## config.mk

```make
export PLATFORM = sky130hd
export DESIGN_NAME = sdt_top
export DESIGN_NICKNAME = d
export VERILOG_FILES = /design/src/hdl/sdt_pkg.sv /design/src/hdl/sdt_top.sv /design/src/hdl/sdt_clkgen.sv /design/src/hdl/sdt_sinc.sv
export VERILOG_INCLUDE_DIRS = /design/src /design/src/hdl
export SDC_FILE = /design/constraint.sdc
export NUM_CORES = 2
export LEC_CHECK = 0
export BUFFER_PORTS_ARGS = -buffer_cell sky130_fd_sc_hd__buf_2
export CORE_ASPECT_RATIO = 1.5
export CORE_MARGIN = 2
export CORE_UTILIZATION = 57
export DETAILED_ROUTE_END_ITERATION = 6
export GPL_TIMING_DRIVEN = 0
export PLACE_DENSITY = 0.82
export SYNTH_ARGS = -nofsm -noshare
export SYNTH_HDL_FRONTEND = slang
export SYNTH_SLANG_ARGS = --single-unit
```

## constraint.sdc

```tcl
create_clock -name ref_clk -period 6.6 [get_ports ref_clk]
set_input_delay 1.32 -clock ref_clk [delete_from_list [all_inputs] [get_ports ref_clk]]
set_output_delay 1.32 -clock ref_clk [all_outputs]
set_load 0.01 [all_outputs]
```

## src/hdl/sdt_map.svh

```systemverilog
`ifndef SDT_MAP_SVH
`define SDT_MAP_SVH

// ----------------------------------------
// register byte offsets
// ----------------------------------------
`define SDT_OFF_CTRL 8'h00
`define SDT_OFF_CHAN 8'h04
`define SDT_OFF_DECIM 8'h08
`define SDT_OFF_DATA 8'h0c
`define SDT_OFF_STAT 8'h10
`define SDT_OFF_ISTAT 8'h14
`define SDT_OFF_IMASK 8'h18

// ----------------------------------------
// control fields
// ----------------------------------------
`define SDT_CTRL_DIV 0
`define SDT_CTRL_MODE_LO 1
`define SDT_CTRL_MODE_HI 2
`define SDT_CTRL_GAIN_LO 3
`define SDT_CTRL_GAIN_HI 5

// ----------------------------------------
// status and interrupt fields
// ----------------------------------------
`define SDT_STAT_READY 0
`define SDT_STAT_ORD_LO 1
`define SDT_STAT_ORD_HI 2
`define SDT_IRQ_NEW 0
`define SDT_IRQ_OVR 1

// ----------------------------------------
// reset values
// ----------------------------------------
`define SDT_CTRL_RST 6'h00
`define SDT_CHAN_RST 4'h0
`define SDT_DECIM_RST 11'h014
`define SDT_IMASK_RST 2'h0

// ----------------------------------------
// counts
// ----------------------------------------
`define SDT_DEC_MIN 11'h014
`define SDT_DEC_MAX 11'h7ff
// last count of a 128 and a 256 cycle modulator period
`define SDT_MF0_LAST 8'h7f
`define SDT_MF1_LAST 8'hff

`endif

```

## src/hdl/sdt_pkg.sv

```systemverilog
package sdt_pkg;

  typedef enum logic [1:0] {
    SDT_AUTO  = 2'b00,
    SDT_FAST  = 2'b01,
    SDT_SINC2 = 2'b10,
    SDT_SINC3 = 2'b11
  } sdt_mode_t;

  typedef enum logic [1:0] {
    SDT_OKAY   = 2'b00,
    SDT_SLVERR = 2'b10
  } sdt_resp_t;

  // clip the wide filter sum into a 32-bit signed word, keeping its sign
  function automatic logic [31:0] sdt_sat32(input logic signed [35:0] v);
    logic hiSame;
    hiSame = (v[35:31] == 5'h00) || (v[35:31] == 5'h1f);
    if (hiSame) begin
      return v[31:0];
    end
    return v[35] ? 32'h80000000 : 32'h7fffffff;
  endfunction

endpackage

```

## src/hdl/sdt_top.sv

```systemverilog
`timescale 1ns/1ps
`include "sdt_map.svh"

// Notes on behaviour
// - a positive differential input yields a positive output word and a negative one a negative.
// - each word spans one output period of modulator results fast, two in sinc2, three in sinc3.
// - the decimation ratio only takes values from 20 to 2047.
// - in auto mode a channel change restarts the filter as fast, then sinc2, then sinc3.
// - the modulator runs at the oscillator divided by 128, or by 256 when the divide bit is set.
// - one word is produced per output period, modulator rate over the decimation ratio.
// - sampling switches at the modulator rate for gains 1-8, x2 at 16, x4 at 32, x8 at 64/128.
// - result_ready_n falls on a new word, rises when it is read, and rises before each update.
module sdt_top (
  input logic ref_clk,
  input logic rst,
  input logic [7:0] s_axi_awaddr,
  input logic s_axi_awvalid,
  output logic s_axi_awready,
  input logic [31:0] s_axi_wdata,
  input logic [3:0] s_axi_wstrb,
  input logic s_axi_wvalid,
  output logic s_axi_wready,
  output logic [1:0] s_axi_bresp,
  output logic s_axi_bvalid,
  input logic s_axi_bready,
  input logic [7:0] s_axi_araddr,
  input logic s_axi_arvalid,
  output logic s_axi_arready,
  output logic [31:0] s_axi_rdata,
  output logic [1:0] s_axi_rresp,
  output logic s_axi_rvalid,
  input logic s_axi_rready,
  input logic modulatorBit,
  output logic modClkTick,
  output logic sampleSwitchTick,
  output logic [3:0] channelSel,
  output logic resultReady_n,
  output logic irq
);

  // ----------------------------------------
  // helpers
  // ----------------------------------------
  function automatic logic [31:0] mergeW(input logic [31:0] old, input logic [31:0] d,
                                         input logic [3:0] be);
    logic [31:0] r;
    r = old;
    for (int i = 0; i < 4; i++) begin
      if (be[i]) begin
        r[i*8 +: 8] = d[i*8 +: 8];
      end
    end
    return r;
  endfunction

  function automatic logic ratioOk(input logic [10:0] v);
    return (v >= `SDT_DEC_MIN) && (v <= `SDT_DEC_MAX);
  endfunction

  // ----------------------------------------
  // state
  // ----------------------------------------
  logic awHeld_ff, wHeld_ff, bvalid_ff, rvalid_ff;
  logic [7:0] awAddr_ff;
  logic [31:0] wData_ff;
  logic [3:0] wStrb_ff;
  logic [1:0] bresp_ff, rresp_ff;
  logic [31:0] rdata_ff;
  logic [5:0] ctrl_ff;
  logic [3:0] chan_ff;
  logic [10:0] decim_ff;
  logic [31:0] result_ff, pendVal_ff;
  logic ready_ff, pend_ff;
  logic [1:0] iStat_ff, iMask_ff;
  logic [1:0] perCnt_ff;
  logic [10:0] decCnt_ff;

  // ----------------------------------------
  // write channel decode
  // ----------------------------------------
  logic doWrite, wrCtrl, wrChan, wrDecim, wrIStat, wrIMask, wrHit;
  logic [31:0] ctrlW, chanW, decimW, iStatW, iMaskW;

  assign s_axi_awready = !awHeld_ff && !bvalid_ff;
  assign s_axi_wready = !wHeld_ff && !bvalid_ff;
  assign doWrite = awHeld_ff && wHeld_ff && !bvalid_ff;
  assign wrCtrl = doWrite && (awAddr_ff == `SDT_OFF_CTRL);
  assign wrChan = doWrite && (awAddr_ff == `SDT_OFF_CHAN);
  assign wrDecim = doWrite && (awAddr_ff == `SDT_OFF_DECIM);
  assign wrIStat = doWrite && (awAddr_ff == `SDT_OFF_ISTAT);
  assign wrIMask = doWrite && (awAddr_ff == `SDT_OFF_IMASK);
  // data and status words are read-only; writes there are accepted and dropped
  assign wrHit = wrCtrl || wrChan || wrDecim || wrIStat || wrIMask ||
                 (awAddr_ff == `SDT_OFF_DATA) || (awAddr_ff == `SDT_OFF_STAT);
  assign ctrlW = mergeW({26'h0, ctrl_ff}, wData_ff, wStrb_ff);
  assign chanW = mergeW({28'h0, chan_ff}, wData_ff, wStrb_ff);
  assign decimW = mergeW({21'h0, decim_ff}, wData_ff, wStrb_ff);
  assign iStatW = mergeW(32'h0, wData_ff, wStrb_ff);
  assign iMaskW = mergeW({30'h0, iMask_ff}, wData_ff, wStrb_ff);

  always_ff @(posedge ref_clk) begin
    if (rst) begin
      awHeld_ff <= 1'b0;
      wHeld_ff <= 1'b0;
      bvalid_ff <= 1'b0;
      bresp_ff <= sdt_pkg::SDT_OKAY;
      awAddr_ff <= 8'h00;
      wData_ff <= 32'h0;
      wStrb_ff <= 4'h0;
    end else begin
      if (s_axi_awvalid && s_axi_awready) begin
        awHeld_ff <= 1'b1;
        awAddr_ff <= s_axi_awaddr;
      end
      if (s_axi_wvalid && s_axi_wready) begin
        wHeld_ff <= 1'b1;
        wData_ff <= s_axi_wdata;
        wStrb_ff <= s_axi_wstrb;
      end
      if (doWrite) begin
        awHeld_ff <= 1'b0;
        wHeld_ff <= 1'b0;
        bvalid_ff <= 1'b1;
        bresp_ff <= wrHit ? sdt_pkg::SDT_OKAY : sdt_pkg::SDT_SLVERR;
      end else if (bvalid_ff && s_axi_bready) begin
        bvalid_ff <= 1'b0;
      end
    end
  end

  assign s_axi_bvalid = bvalid_ff;
  assign s_axi_bresp = bresp_ff;

  // ----------------------------------------
  // configuration registers
  // ----------------------------------------
  sdt_pkg::sdt_mode_t mode;
  logic restart;

  assign mode = sdt_pkg::sdt_mode_t'(ctrl_ff[`SDT_CTRL_MODE_HI:`SDT_CTRL_MODE_LO]);
  // any write to the channel word counts as a new channel selection
  assign restart = wrChan;

  always_ff @(posedge ref_clk) begin
    if (rst) begin
      ctrl_ff <= `SDT_CTRL_RST;
      chan_ff <= `SDT_CHAN_RST;
      decim_ff <= `SDT_DECIM_RST;
      iMask_ff <= `SDT_IMASK_RST;
    end else begin
      if (wrCtrl) begin
        ctrl_ff <= ctrlW[5:0];
      end
      if (wrChan) begin
        chan_ff <= chanW[3:0];
      end
      // out-of-range ratios leave the previous ratio in place
      if (wrDecim && (decimW[31:11] == 21'h0) && ratioOk(decimW[10:0])) begin
        decim_ff <= decimW[10:0];
      end
      if (wrIMask) begin
        iMask_ff <= iMaskW[1:0];
      end
    end
  end

  assign channelSel = chan_ff;

  // ----------------------------------------
  // rate generation and decimation
  // ----------------------------------------
  logic modTick, decimTick;

  sdt_clkgen u_clkgen (
    .ref_clk(ref_clk),
    .rst(rst),
    .divSel(ctrl_ff[`SDT_CTRL_DIV]),
    .gainCode(ctrl_ff[`SDT_CTRL_GAIN_HI:`SDT_CTRL_GAIN_LO]),
    .modTick(modTick),
    .sampTick(sampleSwitchTick)
  );

  assign modClkTick = modTick;
  // >= rather than == so a smaller ratio written mid-period cannot stall the count
  assign decimTick = modTick && (decCnt_ff >= decim_ff - 11'h001);

  always_ff @(posedge ref_clk) begin
    if (rst || restart) begin
      decCnt_ff <= 11'h000;
    end else if (modTick) begin
      decCnt_ff <= decimTick ? 11'h000 : decCnt_ff + 11'h001;
    end
  end

  // ----------------------------------------
  // filter order selection
  // ----------------------------------------
  logic [1:0] curOrder;
  logic sincValid;
  logic signed [35:0] sincVal;

  assign curOrder = (mode != sdt_pkg::SDT_AUTO) ? mode :
                    (perCnt_ff == 2'h0) ? 2'h1 :
                    (perCnt_ff == 2'h1) ? 2'h2 : 2'h3;

  // counts words since the channel change and parks at two
  always_ff @(posedge ref_clk) begin
    if (rst || restart) begin
      perCnt_ff <= 2'h0;
    end else if (sincValid && (perCnt_ff != 2'h2)) begin
      perCnt_ff <= perCnt_ff + 2'h1;
    end
  end

  sdt_sinc u_sinc (
    .ref_clk(ref_clk),
    .rst(rst),
    .clr(restart),
    .modTick(modTick),
    .decimTick(decimTick),
    .modBit(modulatorBit),
    .order(curOrder),
    .outValid(sincValid),
    .outVal(sincVal)
  );

  // ----------------------------------------
  // result register and ready flag
  // ----------------------------------------
  logic rdHit, rdData, loadRes;

  assign s_axi_arready = !rvalid_ff;
  assign rdHit = s_axi_arvalid && s_axi_arready;
  assign rdData = rdHit && (s_axi_araddr == `SDT_OFF_DATA);
  assign loadRes = pend_ff;

  // a new word first drops the ready flag for a cycle, then lands in the register
  always_ff @(posedge ref_clk) begin
    if (rst) begin
      pend_ff <= 1'b0;
      pendVal_ff <= 32'h0;
      result_ff <= 32'h0;
      ready_ff <= 1'b0;
    end else begin
      pend_ff <= sincValid;
      if (sincValid) begin
        pendVal_ff <= sdt_pkg::sdt_sat32(sincVal);
      end
      if (loadRes) begin
        result_ff <= pendVal_ff;
        ready_ff <= 1'b1;
      end else if (sincValid || rdData) begin
        ready_ff <= 1'b0;
      end
    end
  end

  assign resultReady_n = !ready_ff;

  // ----------------------------------------
  // interrupts
  // ----------------------------------------
  logic [1:0] iSet;

  assign iSet[`SDT_IRQ_NEW] = loadRes;
  // overrun: a word replaced while the previous one is still unread
  assign iSet[`SDT_IRQ_OVR] = sincValid && ready_ff;

  always_ff @(posedge ref_clk) begin
    if (rst) begin
      iStat_ff <= 2'h0;
    end else begin
      iStat_ff <= (iStat_ff & ~(wrIStat ? iStatW[1:0] : 2'h0)) | iSet;
    end
  end

  assign irq = |(iStat_ff & iMask_ff);

  // ----------------------------------------
  // read channel
  // ----------------------------------------
  logic [31:0] rdMux;
  logic rdMapped;

  assign rdMapped = (s_axi_araddr == `SDT_OFF_CTRL) || (s_axi_araddr == `SDT_OFF_CHAN) ||
                    (s_axi_araddr == `SDT_OFF_DECIM) || (s_axi_araddr == `SDT_OFF_DATA) ||
                    (s_axi_araddr == `SDT_OFF_STAT) || (s_axi_araddr == `SDT_OFF_ISTAT) ||
                    (s_axi_araddr == `SDT_OFF_IMASK);
  assign rdMux = (s_axi_araddr == `SDT_OFF_CTRL) ? {26'h0, ctrl_ff} :
                 (s_axi_araddr == `SDT_OFF_CHAN) ? {28'h0, chan_ff} :
                 (s_axi_araddr == `SDT_OFF_DECIM) ? {21'h0, decim_ff} :
                 (s_axi_araddr == `SDT_OFF_DATA) ? result_ff :
                 (s_axi_araddr == `SDT_OFF_STAT) ? {29'h0, curOrder, ready_ff} :
                 (s_axi_araddr == `SDT_OFF_ISTAT) ? {30'h0, iStat_ff} :
                 (s_axi_araddr == `SDT_OFF_IMASK) ? {30'h0, iMask_ff} : 32'h0;

  always_ff @(posedge ref_clk) begin
    if (rst) begin
      rvalid_ff <= 1'b0;
      rdata_ff <= 32'h0;
      rresp_ff <= sdt_pkg::SDT_OKAY;
    end else if (rdHit) begin
      rvalid_ff <= 1'b1;
      rdata_ff <= rdMux;
      rresp_ff <= rdMapped ? sdt_pkg::SDT_OKAY : sdt_pkg::SDT_SLVERR;
    end else if (rvalid_ff && s_axi_rready) begin
      rvalid_ff <= 1'b0;
    end
  end

  assign s_axi_rvalid = rvalid_ff;
  assign s_axi_rdata = rdata_ff;
  assign s_axi_rresp = rresp_ff;

  // ----------------------------------------
  // checks
  // ----------------------------------------
  logic signed [35:0] absVal;
  assign absVal = sincVal[35] ? -sincVal : sincVal;

  a_sign_follow: assert property (@(posedge ref_clk) disable iff (rst)
    sincValid |=> pendVal_ff[31] == $past(sincVal[35]))
    else $error("result sign differs from filter sum");

  a_fast_bound: assert property (@(posedge ref_clk) disable iff (rst)
    decimTick && curOrder == 2'h1 && !restart |=> absVal <= {25'h0, decim_ff})
    else $error("fast word spans more than one output period");

  a_ratio_range: assert property (@(posedge ref_clk) disable iff (rst)
    ratioOk(decim_ff))
    else $error("decimation ratio out of range");

  a_auto_first: assert property (@(posedge ref_clk) disable iff (rst)
    restart && mode == sdt_pkg::SDT_AUTO && !wrCtrl |=> curOrder == 2'h1 ##1 perCnt_ff == 2'h0)
    else $error("auto mode did not restart with fast settling");

  a_decim_tick: assert property (@(posedge ref_clk) disable iff (rst)
    decimTick && !restart |-> modTick ##1 (sincValid && decCnt_ff == 11'h000))
    else $error("output word not tied to decimation count");

  a_ready_before: assert property (@(posedge ref_clk) disable iff (rst)
    sincValid |=> resultReady_n && result_ff == $past(result_ff) ##1 !resultReady_n)
    else $error("ready not high before result update");

  a_ready_read: assert property (@(posedge ref_clk) disable iff (rst)
    rdData && !loadRes |=> resultReady_n)
    else $error("ready not released after data read");

  a_auto_hold: assert property (@(posedge ref_clk) disable iff (rst)
    mode == sdt_pkg::SDT_AUTO && perCnt_ff == 2'h2 && !restart && !wrCtrl |=> curOrder == 2'h3)
    else $error("auto mode left sinc3 without a channel change");

endmodule

```

## src/hdl/sdt_clkgen.sv

```systemverilog
`timescale 1ns/1ps
`include "sdt_map.svh"

module sdt_clkgen (
  input logic ref_clk,
  input logic rst,
  input logic divSel,
  input logic [2:0] gainCode,
  output logic modTick,
  output logic sampTick
);

  logic [7:0] cnt_ff;
  logic [7:0] lastCnt;
  logic [1:0] shiftAmt;
  logic [7:0] sampMask;

  // ----------------------------------------
  // modulator and sampling strobes
  // ----------------------------------------
  assign lastCnt = divSel ? `SDT_MF1_LAST : `SDT_MF0_LAST;
  // gains 1..8 -> x1, 16 -> x2, 32 -> x4, 64 and 128 -> x8
  assign shiftAmt = (gainCode < 3'h4) ? 2'h0 :
                    (gainCode == 3'h4) ? 2'h1 :
                    (gainCode == 3'h5) ? 2'h2 : 2'h3;
  assign sampMask = lastCnt >> shiftAmt;
  assign modTick = (cnt_ff == lastCnt);
  assign sampTick = ((cnt_ff & sampMask) == sampMask);

  // a shrinking divide can leave cnt above lastCnt; it then wraps at 255
  always_ff @(posedge ref_clk) begin
    if (rst || modTick) begin
      cnt_ff <= 8'h00;
    end else begin
      cnt_ff <= cnt_ff + 8'h01;
    end
  end

  // ----------------------------------------
  // spacing monitors
  // ----------------------------------------
  logic [7:0] gap_ff;
  logic [7:0] sGap_ff;
  logic gapOk_ff;
  logic sOk_ff;
  logic divD_ff;
  logic [2:0] gainD_ff;
  logic cfgChg;

  assign cfgChg = (divD_ff != divSel) || (gainD_ff != gainCode);

  always_ff @(posedge ref_clk) begin
    divD_ff <= divSel;
    gainD_ff <= gainCode;
    gap_ff <= modTick ? 8'h00 : gap_ff + 8'h01;
    sGap_ff <= sampTick ? 8'h00 : sGap_ff + 8'h01;
    if (rst || cfgChg) begin
      gapOk_ff <= 1'b0;
      sOk_ff <= 1'b0;
    end else begin
      gapOk_ff <= gapOk_ff | modTick;
      sOk_ff <= sOk_ff | sampTick;
    end
  end

  a_mod_divide: assert property (@(posedge ref_clk) disable iff (rst)
    modTick && gapOk_ff && !cfgChg |-> gap_ff == lastCnt)
    else $error("modulator strobe spacing wrong");

  a_samp_rate: assert property (@(posedge ref_clk) disable iff (rst)
    sampTick && sOk_ff && !cfgChg |-> sGap_ff == sampMask)
    else $error("sampling strobe spacing wrong");

endmodule

```

## src/hdl/sdt_sinc.sv

```systemverilog
`timescale 1ns/1ps

module sdt_sinc (
  input logic ref_clk,
  input logic rst,
  input logic clr,
  input logic modTick,
  input logic decimTick,
  input logic modBit,
  input logic [1:0] order,
  output logic outValid,
  output logic signed [35:0] outVal
);

  logic signed [35:0] x;
  logic signed [35:0] i1_ff, i2_ff, i3_ff;
  logic signed [35:0] h1_ff, h2a_ff, h2b_ff, h3a_ff, h3b_ff, h3c_ff;
  logic signed [35:0] y1, y2, y3, ySel;
  logic signed [35:0] nxt_i1, nxt_i2, nxt_i3;

  // ----------------------------------------
  // integrate at modulator rate, comb at output rate
  // ----------------------------------------
  // a one maps to +1 so a positive input drives the sum upward
  assign x = modBit ? 36'sh000000001 : 36'shfffffffff;
  // comb depth equals the order: 1, 2 or 3 output periods of history
  // the comb reads the integrators as this tick leaves them, so the strobe's own sample
  // closes the period and the first word after a clear spans a whole period
  assign nxt_i1 = modTick ? i1_ff + x : i1_ff;
  assign nxt_i2 = modTick ? i2_ff + i1_ff : i2_ff;
  assign nxt_i3 = modTick ? i3_ff + i2_ff : i3_ff;
  assign y1 = nxt_i1 - h1_ff;
  assign y2 = nxt_i2 - (h2a_ff <<< 1) + h2b_ff;
  assign y3 = nxt_i3 - (h3a_ff <<< 1) - h3a_ff + (h3b_ff <<< 1) + h3b_ff - h3c_ff;
  assign ySel = (order == 2'h1) ? y1 : (order == 2'h2) ? y2 : y3;

  // wraparound sums are exact as long as 36 bits hold the sinc3 peak
  always_ff @(posedge ref_clk) begin
    if (rst || clr) begin
      {i1_ff, i2_ff, i3_ff, h1_ff} <= '0;
      {h2a_ff, h2b_ff, h3a_ff, h3b_ff, h3c_ff} <= '0;
      outValid <= 1'b0;
      outVal <= '0;
    end else begin
      i1_ff <= nxt_i1;
      i2_ff <= nxt_i2;
      i3_ff <= nxt_i3;
      if (decimTick) begin
        h1_ff <= nxt_i1;
        {h2b_ff, h2a_ff} <= {h2a_ff, nxt_i2};
        {h3c_ff, h3b_ff, h3a_ff} <= {h3b_ff, h3a_ff, nxt_i3};
        outVal <= ySel;
      end
      outValid <= decimTick;
    end
  end

  a_comb_strobe: assert property (@(posedge ref_clk) disable iff (rst || clr)
    decimTick |=> outValid ##1 !outValid)
    else $error("filter output strobe not one cycle after decimation");

endmodule

```

# Yosys cells after proc, flatten, opt, wreduce, memory -nomap -nowiden
# Index checks and enable logic that the tools add are counted.
[classes] add_sub_neg=15 n_mul=0 div_mod_pow=0 order_cmp=4 n_eq_ne=21 shift=1 muxes=41 bitwise_logic=5 reduce_logical=56
[op_table] cell="two-way mux 32 bit" n=7
[op_table] cell="adder 36 bit" n=6
[op_table] cell="two-way mux 36 bit" n=6
[op_table] cell="subtractor 36 bit" n=5
[op_table] cell="equality test 8 x 5 -> 1 bit (second input constant)" n=6
[op_table] cell="two-way mux 8 bit" n=5
[op_table] cell="equality test 8 x 4 -> 1 bit (second input constant)" n=4
[op_table] cell="logical AND 1 bit" n=21
[op_table] cell="logical NOT 21 bit" n=1
[op_table] cell="two-way mux 2 bit" n=10
[op_table] cell="equality test 8 x 3 -> 1 bit (second input constant)" n=2
[op_table] cell="equality test 8 bit" n=2
[op_table] cell="logical NOT 8 bit" n=2
[op_table] cell="logical OR 1 bit" n=16
[op_table] cell="adder 11 x 1 -> 11 bit (second input constant)" n=1
[op_table] cell=">= comparator 11 bit" n=1
[op_table] cell=">= comparator 11 x 5 -> 1 bit (second input constant)" n=1
[op_table] cell="less-or-equal comparator 11 bit (second input constant)" n=1
[op_table] cell="two-way mux 1 bit" n=11
[op_table] cell="two-way mux 11 bit" n=1
[op_table] cell="subtractor 11 x 1 -> 11 bit (second input constant)" n=1
[op_table] cell="adder 8 x 1 -> 8 bit (second input constant)" n=1
[op_table] cell="AND 8 bit" n=1
[op_table] cell="nonzero test 2 bit" n=4
[op_table] cell="17 further kinds" n=27
[totals] ff_bits=557 latch_bits=0 mem_bits_rw=0 romBits=0 inputBits=60 output_inout_bits=49 word_cells=176 n_memories=0

# Longest topological paths before layout
[logic_depth] word_depth=10 ltp_mapped=32 mapped_depth_nobuf=31

# Modules after synthesis
# From an unflattened synthesis, not the netlist that was laid out.
[hier_totals] cells_unflattened=4196 area_unflattened_um2=35973.3
[modules_own_cells] mod="sdt_sinc" instances=1 cells_each=3230 area_each_um2=27679.0 seq_area_each_um2=7226.9
[modules_own_cells] mod="sdt_top" instances=1 cells_each=917 area_each_um2=7873.8 seq_area_each_um2=3723.6
[modules_own_cells] mod="sdt_clkgen" instances=1 cells_each=49 area_each_um2=420.4 seq_area_each_um2=160.2

# Worst setup path before layout
# OpenSTA, ideal clock, no wires.
[synth_timing] path_type="input to register" from="in modulatorBit" to="reg u_sinc.outVal[35]" setup_ns=0.117 arrival_time_ns=7.067 t_required_ns=6.483 setup_slack_ns=-0.584 stages=25 n_path_buf=0 cell_sequence="inv_1 > ha_1 > nor2b_1 > o21ai_0 > a21boi_0 > o41ai_1 > a21oi_1 > o21a_1 > o21a_1 > o21ai_0 > a21boi_0 > o21ai_0 > a21oi_1 > mux2_2 > ha_1 > a22o_1 > or4_1 > o311ai_0 > o311ai_0 > a31oi_1 > o21bai_1 > xnor2_1 > xnor2_1 > o221ai_1 > a22o_1"
[synth_between] elab_chain_len=5
[synth_lines] item="start: declaration" line_no="sdt_top.sv:33" source="input logic modulatorBit,"
[synth_lines] item="two-way mux 36 bit" line_no="sdt_sinc.sv:25" source="assign x = modBit ? 36'sh000000001 : 36'shfffffffff;"
[synth_lines] item="adder 36 bit" line_no="sdt_sinc.sv:29" source="assign nxt_i1 = modTick ? i1_ff + x : i1_ff;"
[synth_lines] item="two-way mux 36 bit" line_no="sdt_sinc.sv:29"
[synth_lines] item="via u_sinc.nxt_i1[20]" line_no="sdt_sinc.sv:19" source="logic signed [35:0] nxt_i1, nxt_i2, nxt_i3;"
[synth_lines] item="subtractor 36 bit" line_no="sdt_sinc.sv:32" source="assign y1 = nxt_i1 - h1_ff;"
[synth_lines] item="two-way mux 36 bit" line_no="sdt_sinc.sv:35" source="assign ySel = (order == 2'h1) ? y1 : (order == 2'h2) ? y2 : y3;"
[synth_lines] item="end signal: assignment" line_no="sdt_sinc.sv:52" source="outVal <= ySel;"
[synth_lines] item="end: declaration" line_no="sdt_sinc.sv:12" source="output logic signed [35:0] outVal"
# The timed path passes the listed nets, and every way through them passes these cells.
# A chain may end at the register's enable or synchronous reset.

# Worst setup path after layout
[layout_timing] from="reg u_sinc.i2_ff[0]" to="reg u_sinc.outVal[23]"
[layout_between] elab_chain_len=9 word_cells_on_any_way=13 cone_classes="add/sub: 9; mux: 4"
[layout_lines] item="start: declaration" line_no="sdt_sinc.sv:16" source="logic signed [35:0] i1_ff, i2_ff, i3_ff;"
[layout_lines] item="start signal: assignment" line_no="sdt_sinc.sv:46" source="i2_ff <= nxt_i2;"
[layout_lines] item="adder 36 bit" line_no="sdt_sinc.sv:31" source="assign nxt_i3 = modTick ? i3_ff + i2_ff : i3_ff;"
[layout_lines] item="two-way mux 36 bit" line_no="sdt_sinc.sv:31"
[layout_lines] item="subtractor 36 bit (2 in a row)" line_no="sdt_sinc.sv:34" source="assign y3 = nxt_i3 - (h3a_ff <<< 1) - h3a_ff + (h3b_ff <<< 1) + h3b_ff - h3c_ff;"
[layout_lines] item="adder 36 bit (2 in a row)" line_no="sdt_sinc.sv:34"
[layout_lines] item="subtractor 36 bit" line_no="sdt_sinc.sv:34"
[layout_lines] item="two-way mux 36 bit (*) (2 in a row)" line_no="sdt_sinc.sv:35"
# Every way passes the cells marked *; elsewhere a longest branch is shown, timed or not.

==> flow_summary.toml <==
[run_status]
status = "finished, violations left"
violations = "DRC, setup timing"

[synth]
yosys.area.top_type_share_pct = 31.93
synth_common_cells = "559 x nand2_1, 555 x dfxtp_1, 514 x a21oi_1, 445 x nor2_1, 310 x inv_1"
synth-seq-cells = 555
synthArstFlopShare_pct = 0
yosysMostFrequentCell = "nand2_1"
synth_cells = 4216
synth_ff_type = "dfxtp_1"
yosys_warnings = 0
synthTopCellsByArea = "dfxtp_1 32%, fa_1 10%, ha_1 8.2%"
synth_edf_count = 0
synth_top_area_cell = "dfxtp_1"
yosysUniqueCellTypes = 79
synth_area_um2 = 34800
syn_avg_cell_area_um2 = 8.254
ys_seq_area_share_pct = 31.93

[routing]
first_pass_iters = 7
drt.antenna.violating_nets = 0
drc_errors = 1
vias_per_cell = 6.229
routedWlPerCell_um = 23.86
drtIter0Drc = 2782
finalWirelength_mm = 125.7
route.vias.total = 32820

[placement]
numPortBuffers = 104
placed_area_um2 = 36340
place.gp.congestion = 1.034
hpwl_mm = 91.73

[sta]
worst_slack_ps = -806.7
finalCritPeriodShare_pct = 112.2
worst_slew_pin_slew_ps = 1373
finalHoldViolCount = 0
finalCriticalPeriod_ps = 7407
drv_slew = 0
fin_skew_ps = 24.99
finalSetupViolations = 16
rsz0062_at_grt = "true"
max_slew_margin_pct = 8.437
fmax_mhz = 135.0

[layout]
fillers = 4862
seq_area_um2 = 11130
area_growth_syn_to_layout_pct = 15.21
fin_area_um2 = 40090
layout.nets = 4897
multi_input_area_um2 = 23000
final_layout_size_suffix_gt1_share_pct = 11.63

[setup_path]
arrival_ps = 7980
cp-end-kind = "register"
timing.rr.start = "u_sinc.i2_ff[0]"
r2r_cells = 32
path_class = "reg2reg"
rrSetupSlack_ps = -810
cp_slowest_cell = "o211ai_1"
startpoint_type = "register"
cp_data_required_time_ps = 7180
worstReg2RegEnd = "u_sinc.outVal[23]"
crit_fanout = 3
crit_top_cell = "a21o_1"
worst_path_largest_cell_delay_ps = 970

[worst_hold_path]
hold_class = "reg2reg"
holdPathStages = 2
hold_start = "s_axi_rdata[31]"
hold_path_end = "s_axi_rdata[31]"

[clock_tree]
tritoncts = "yes"
ctsHtreeMaxLevel = 2
cts_buffers = 54
postCtsHoldBufs = 0
clock_latency_ps = 670
cts.sinks = 555
clockRootBuffer = "clkbuf_16"
clock_path_buffers = 3
clk_pin_slew_ps = 70

[pwr]
power_density_nw_per_um2 = 178.2
power_mw = 7.145
leakage_nw = 16.25
ir_worst_vdd_uv = 193.4

[floorplan]
ioPinCount = 109
chipWidth_um = 205.7
fp.dieArea_um2 = 63080
start_util_pct = 57.86
die_h_um = 306.6
num_rows = 110
core_um2 = 60150

[grt]
grt_use_total_pct = 39.06
grt.overflow.total = 0
grt_pass1_wl_mm = 185.0
grt_pass1_vias = 32430
antenna_found_initial = 5
grt_max_degree = 18

[run]
drv_cap = 0
==> power by group <==
group | leakage [nW] | internal [mW] | switching, mW | total [mW]
combinational | 10.8 | 0.0779 | 0.194 | 0.272
sequential | 4.49 | 3.37 | 0.0224 | 3.40
clock | 0.966 | 1.99 | 1.49 | 3.48
total | 16.2 | 5.44 | 1.71 | 7.15
==> critical path, delay by kind of cell (launching register included) <==
family	cells	cell delay (ps)
AND/OR/NAND/NOR	1	100
XOR/XNOR	2	330
adder cells (fa/ha/maj)	6	2160
AO/OA/AOI/OAI	19	3900
buffers and inverters	4	450
flip-flops	1	390
==> cells in the final DEF (no fill, tap or decap), types with 84 or more instances in the layout <==
master | synthesis | routed
ha_1 | 228 | 207
a211oi_1 | 147 | 132
inv_1 | 310 | 303
clkbuf_1 | 184 | 175
a21oi_1 | 514 | 457
nand2_1 | 559 | 556
dfxtp_1 | 555 | 542
xnor2_1 | 141 | 130
o21ai_0 | 141 | 112
fa_1 | 175 | 166
buf_2 | 1 | 104
nor2_1 | 445 | 440
a21o_1 | 84 | 84
==> layer usage <==
metal,share of wire (%),track usage [%]
met1,33,38.32
met2,46,64.97
met3,7.9,9.156
met4,13,40.94
met5,0.018,0
==> layout make-up <==
class,count,share of cell area [%]
Clock buffer,73,3.873
Buffer,197,2.066
Multi-Input combinational cell,3151,57.36
Clock inverter,29,1.099
Antenna cell,4,0.02497
Tap cell,784,2.447
Timing Repair Buffer,162,2.419
Sequential cell,555,27.77
Timing Repair inverter,1,0.01248
Inverter,312,2.931
==> state kept, by name (all words and copies together), names as in the netlist, 4 cells and up <==
name	cells
awAddr_ff	8
channelSel	4
ctrl_ff	6
decCnt_ff	11
decim_ff	11
pendVal_ff	32
result_ff	32
s_axi_rdata	32
u_clkgen.cnt_ff	8
u_sinc.h1_ff	36
u_sinc.h2a_ff	36
u_sinc.h2b_ff	36
u_sinc.h3a_ff	36
u_sinc.h3b_ff	36
u_sinc.h3c_ff	36
u_sinc.i1_ff	36
u_sinc.i2_ff	36
u_sinc.i3_ff	36
u_sinc.outVal	36
wData_ff	32
wStrb_ff	4
==> worst max path at each step <==
| stage | startpoint | to | slack, ps | cells after the start |
|---|---|---|---|---|
| final | u_sinc.i2_ff[0] | u_sinc.outVal[23] | -810 | 32 |
| after global routing | u_sinc.i2_ff[0] | u_sinc.outVal[23] | -970 | 32 |
| after CTS | u_sinc.i2_ff[0] | u_sinc.outVal[29] | -60 | 33 |
| after detailed placement | u_clkgen.cnt_ff[0] | u_sinc.outVal[25] | -1960 | 24 |
| after global placement | modulatorBit | u_sinc.outVal[35] | -1930 | 26 |
| after floorplan | u_sinc.i2_ff[0] | u_sinc.outVal[29] | 50 | 30 |
==> through the flow <==
stage,TNS [ps],utilization (%),setup slack (ps),hold slack [ps],std cells
6_report,-7699,66.65,-806.7,446.3,5268
5_1_grt,-10520,66.64,-965.5,468.6,5264
4_1_cts,-197.6,65.81,-55.91,448.6,5246
3_5_place_dp,-39760,60.42,-1956,439.7,5105
3_3_place_gp,-37530,60.42,-1926,437.7,5105
2_1_floorplan,0,-,54.67,423.4,4217
==> kinds of logic after synthesis <==
family | Yosys count | synth area share (%)
buf+inv | 511 | 5.537
simple gates | 1295 | 15.74
xor+xnor | 224 | 5.677
mux | 98 | 2.855
compound gates | 1129 | 19.99
flops | 555 | 31.93
other cells | 1 | 0.01078
fa+ha+maj | 403 | 18.27
==> timing repair <==
action | CTS | global route
resized for setup | 230 | 85
setup buffers | 40 | 21
pin swaps | 106 | 80
cloned | 1 | 0
setup endpoints to repair | 32 | 26
(Power assumes the default switching activity.)
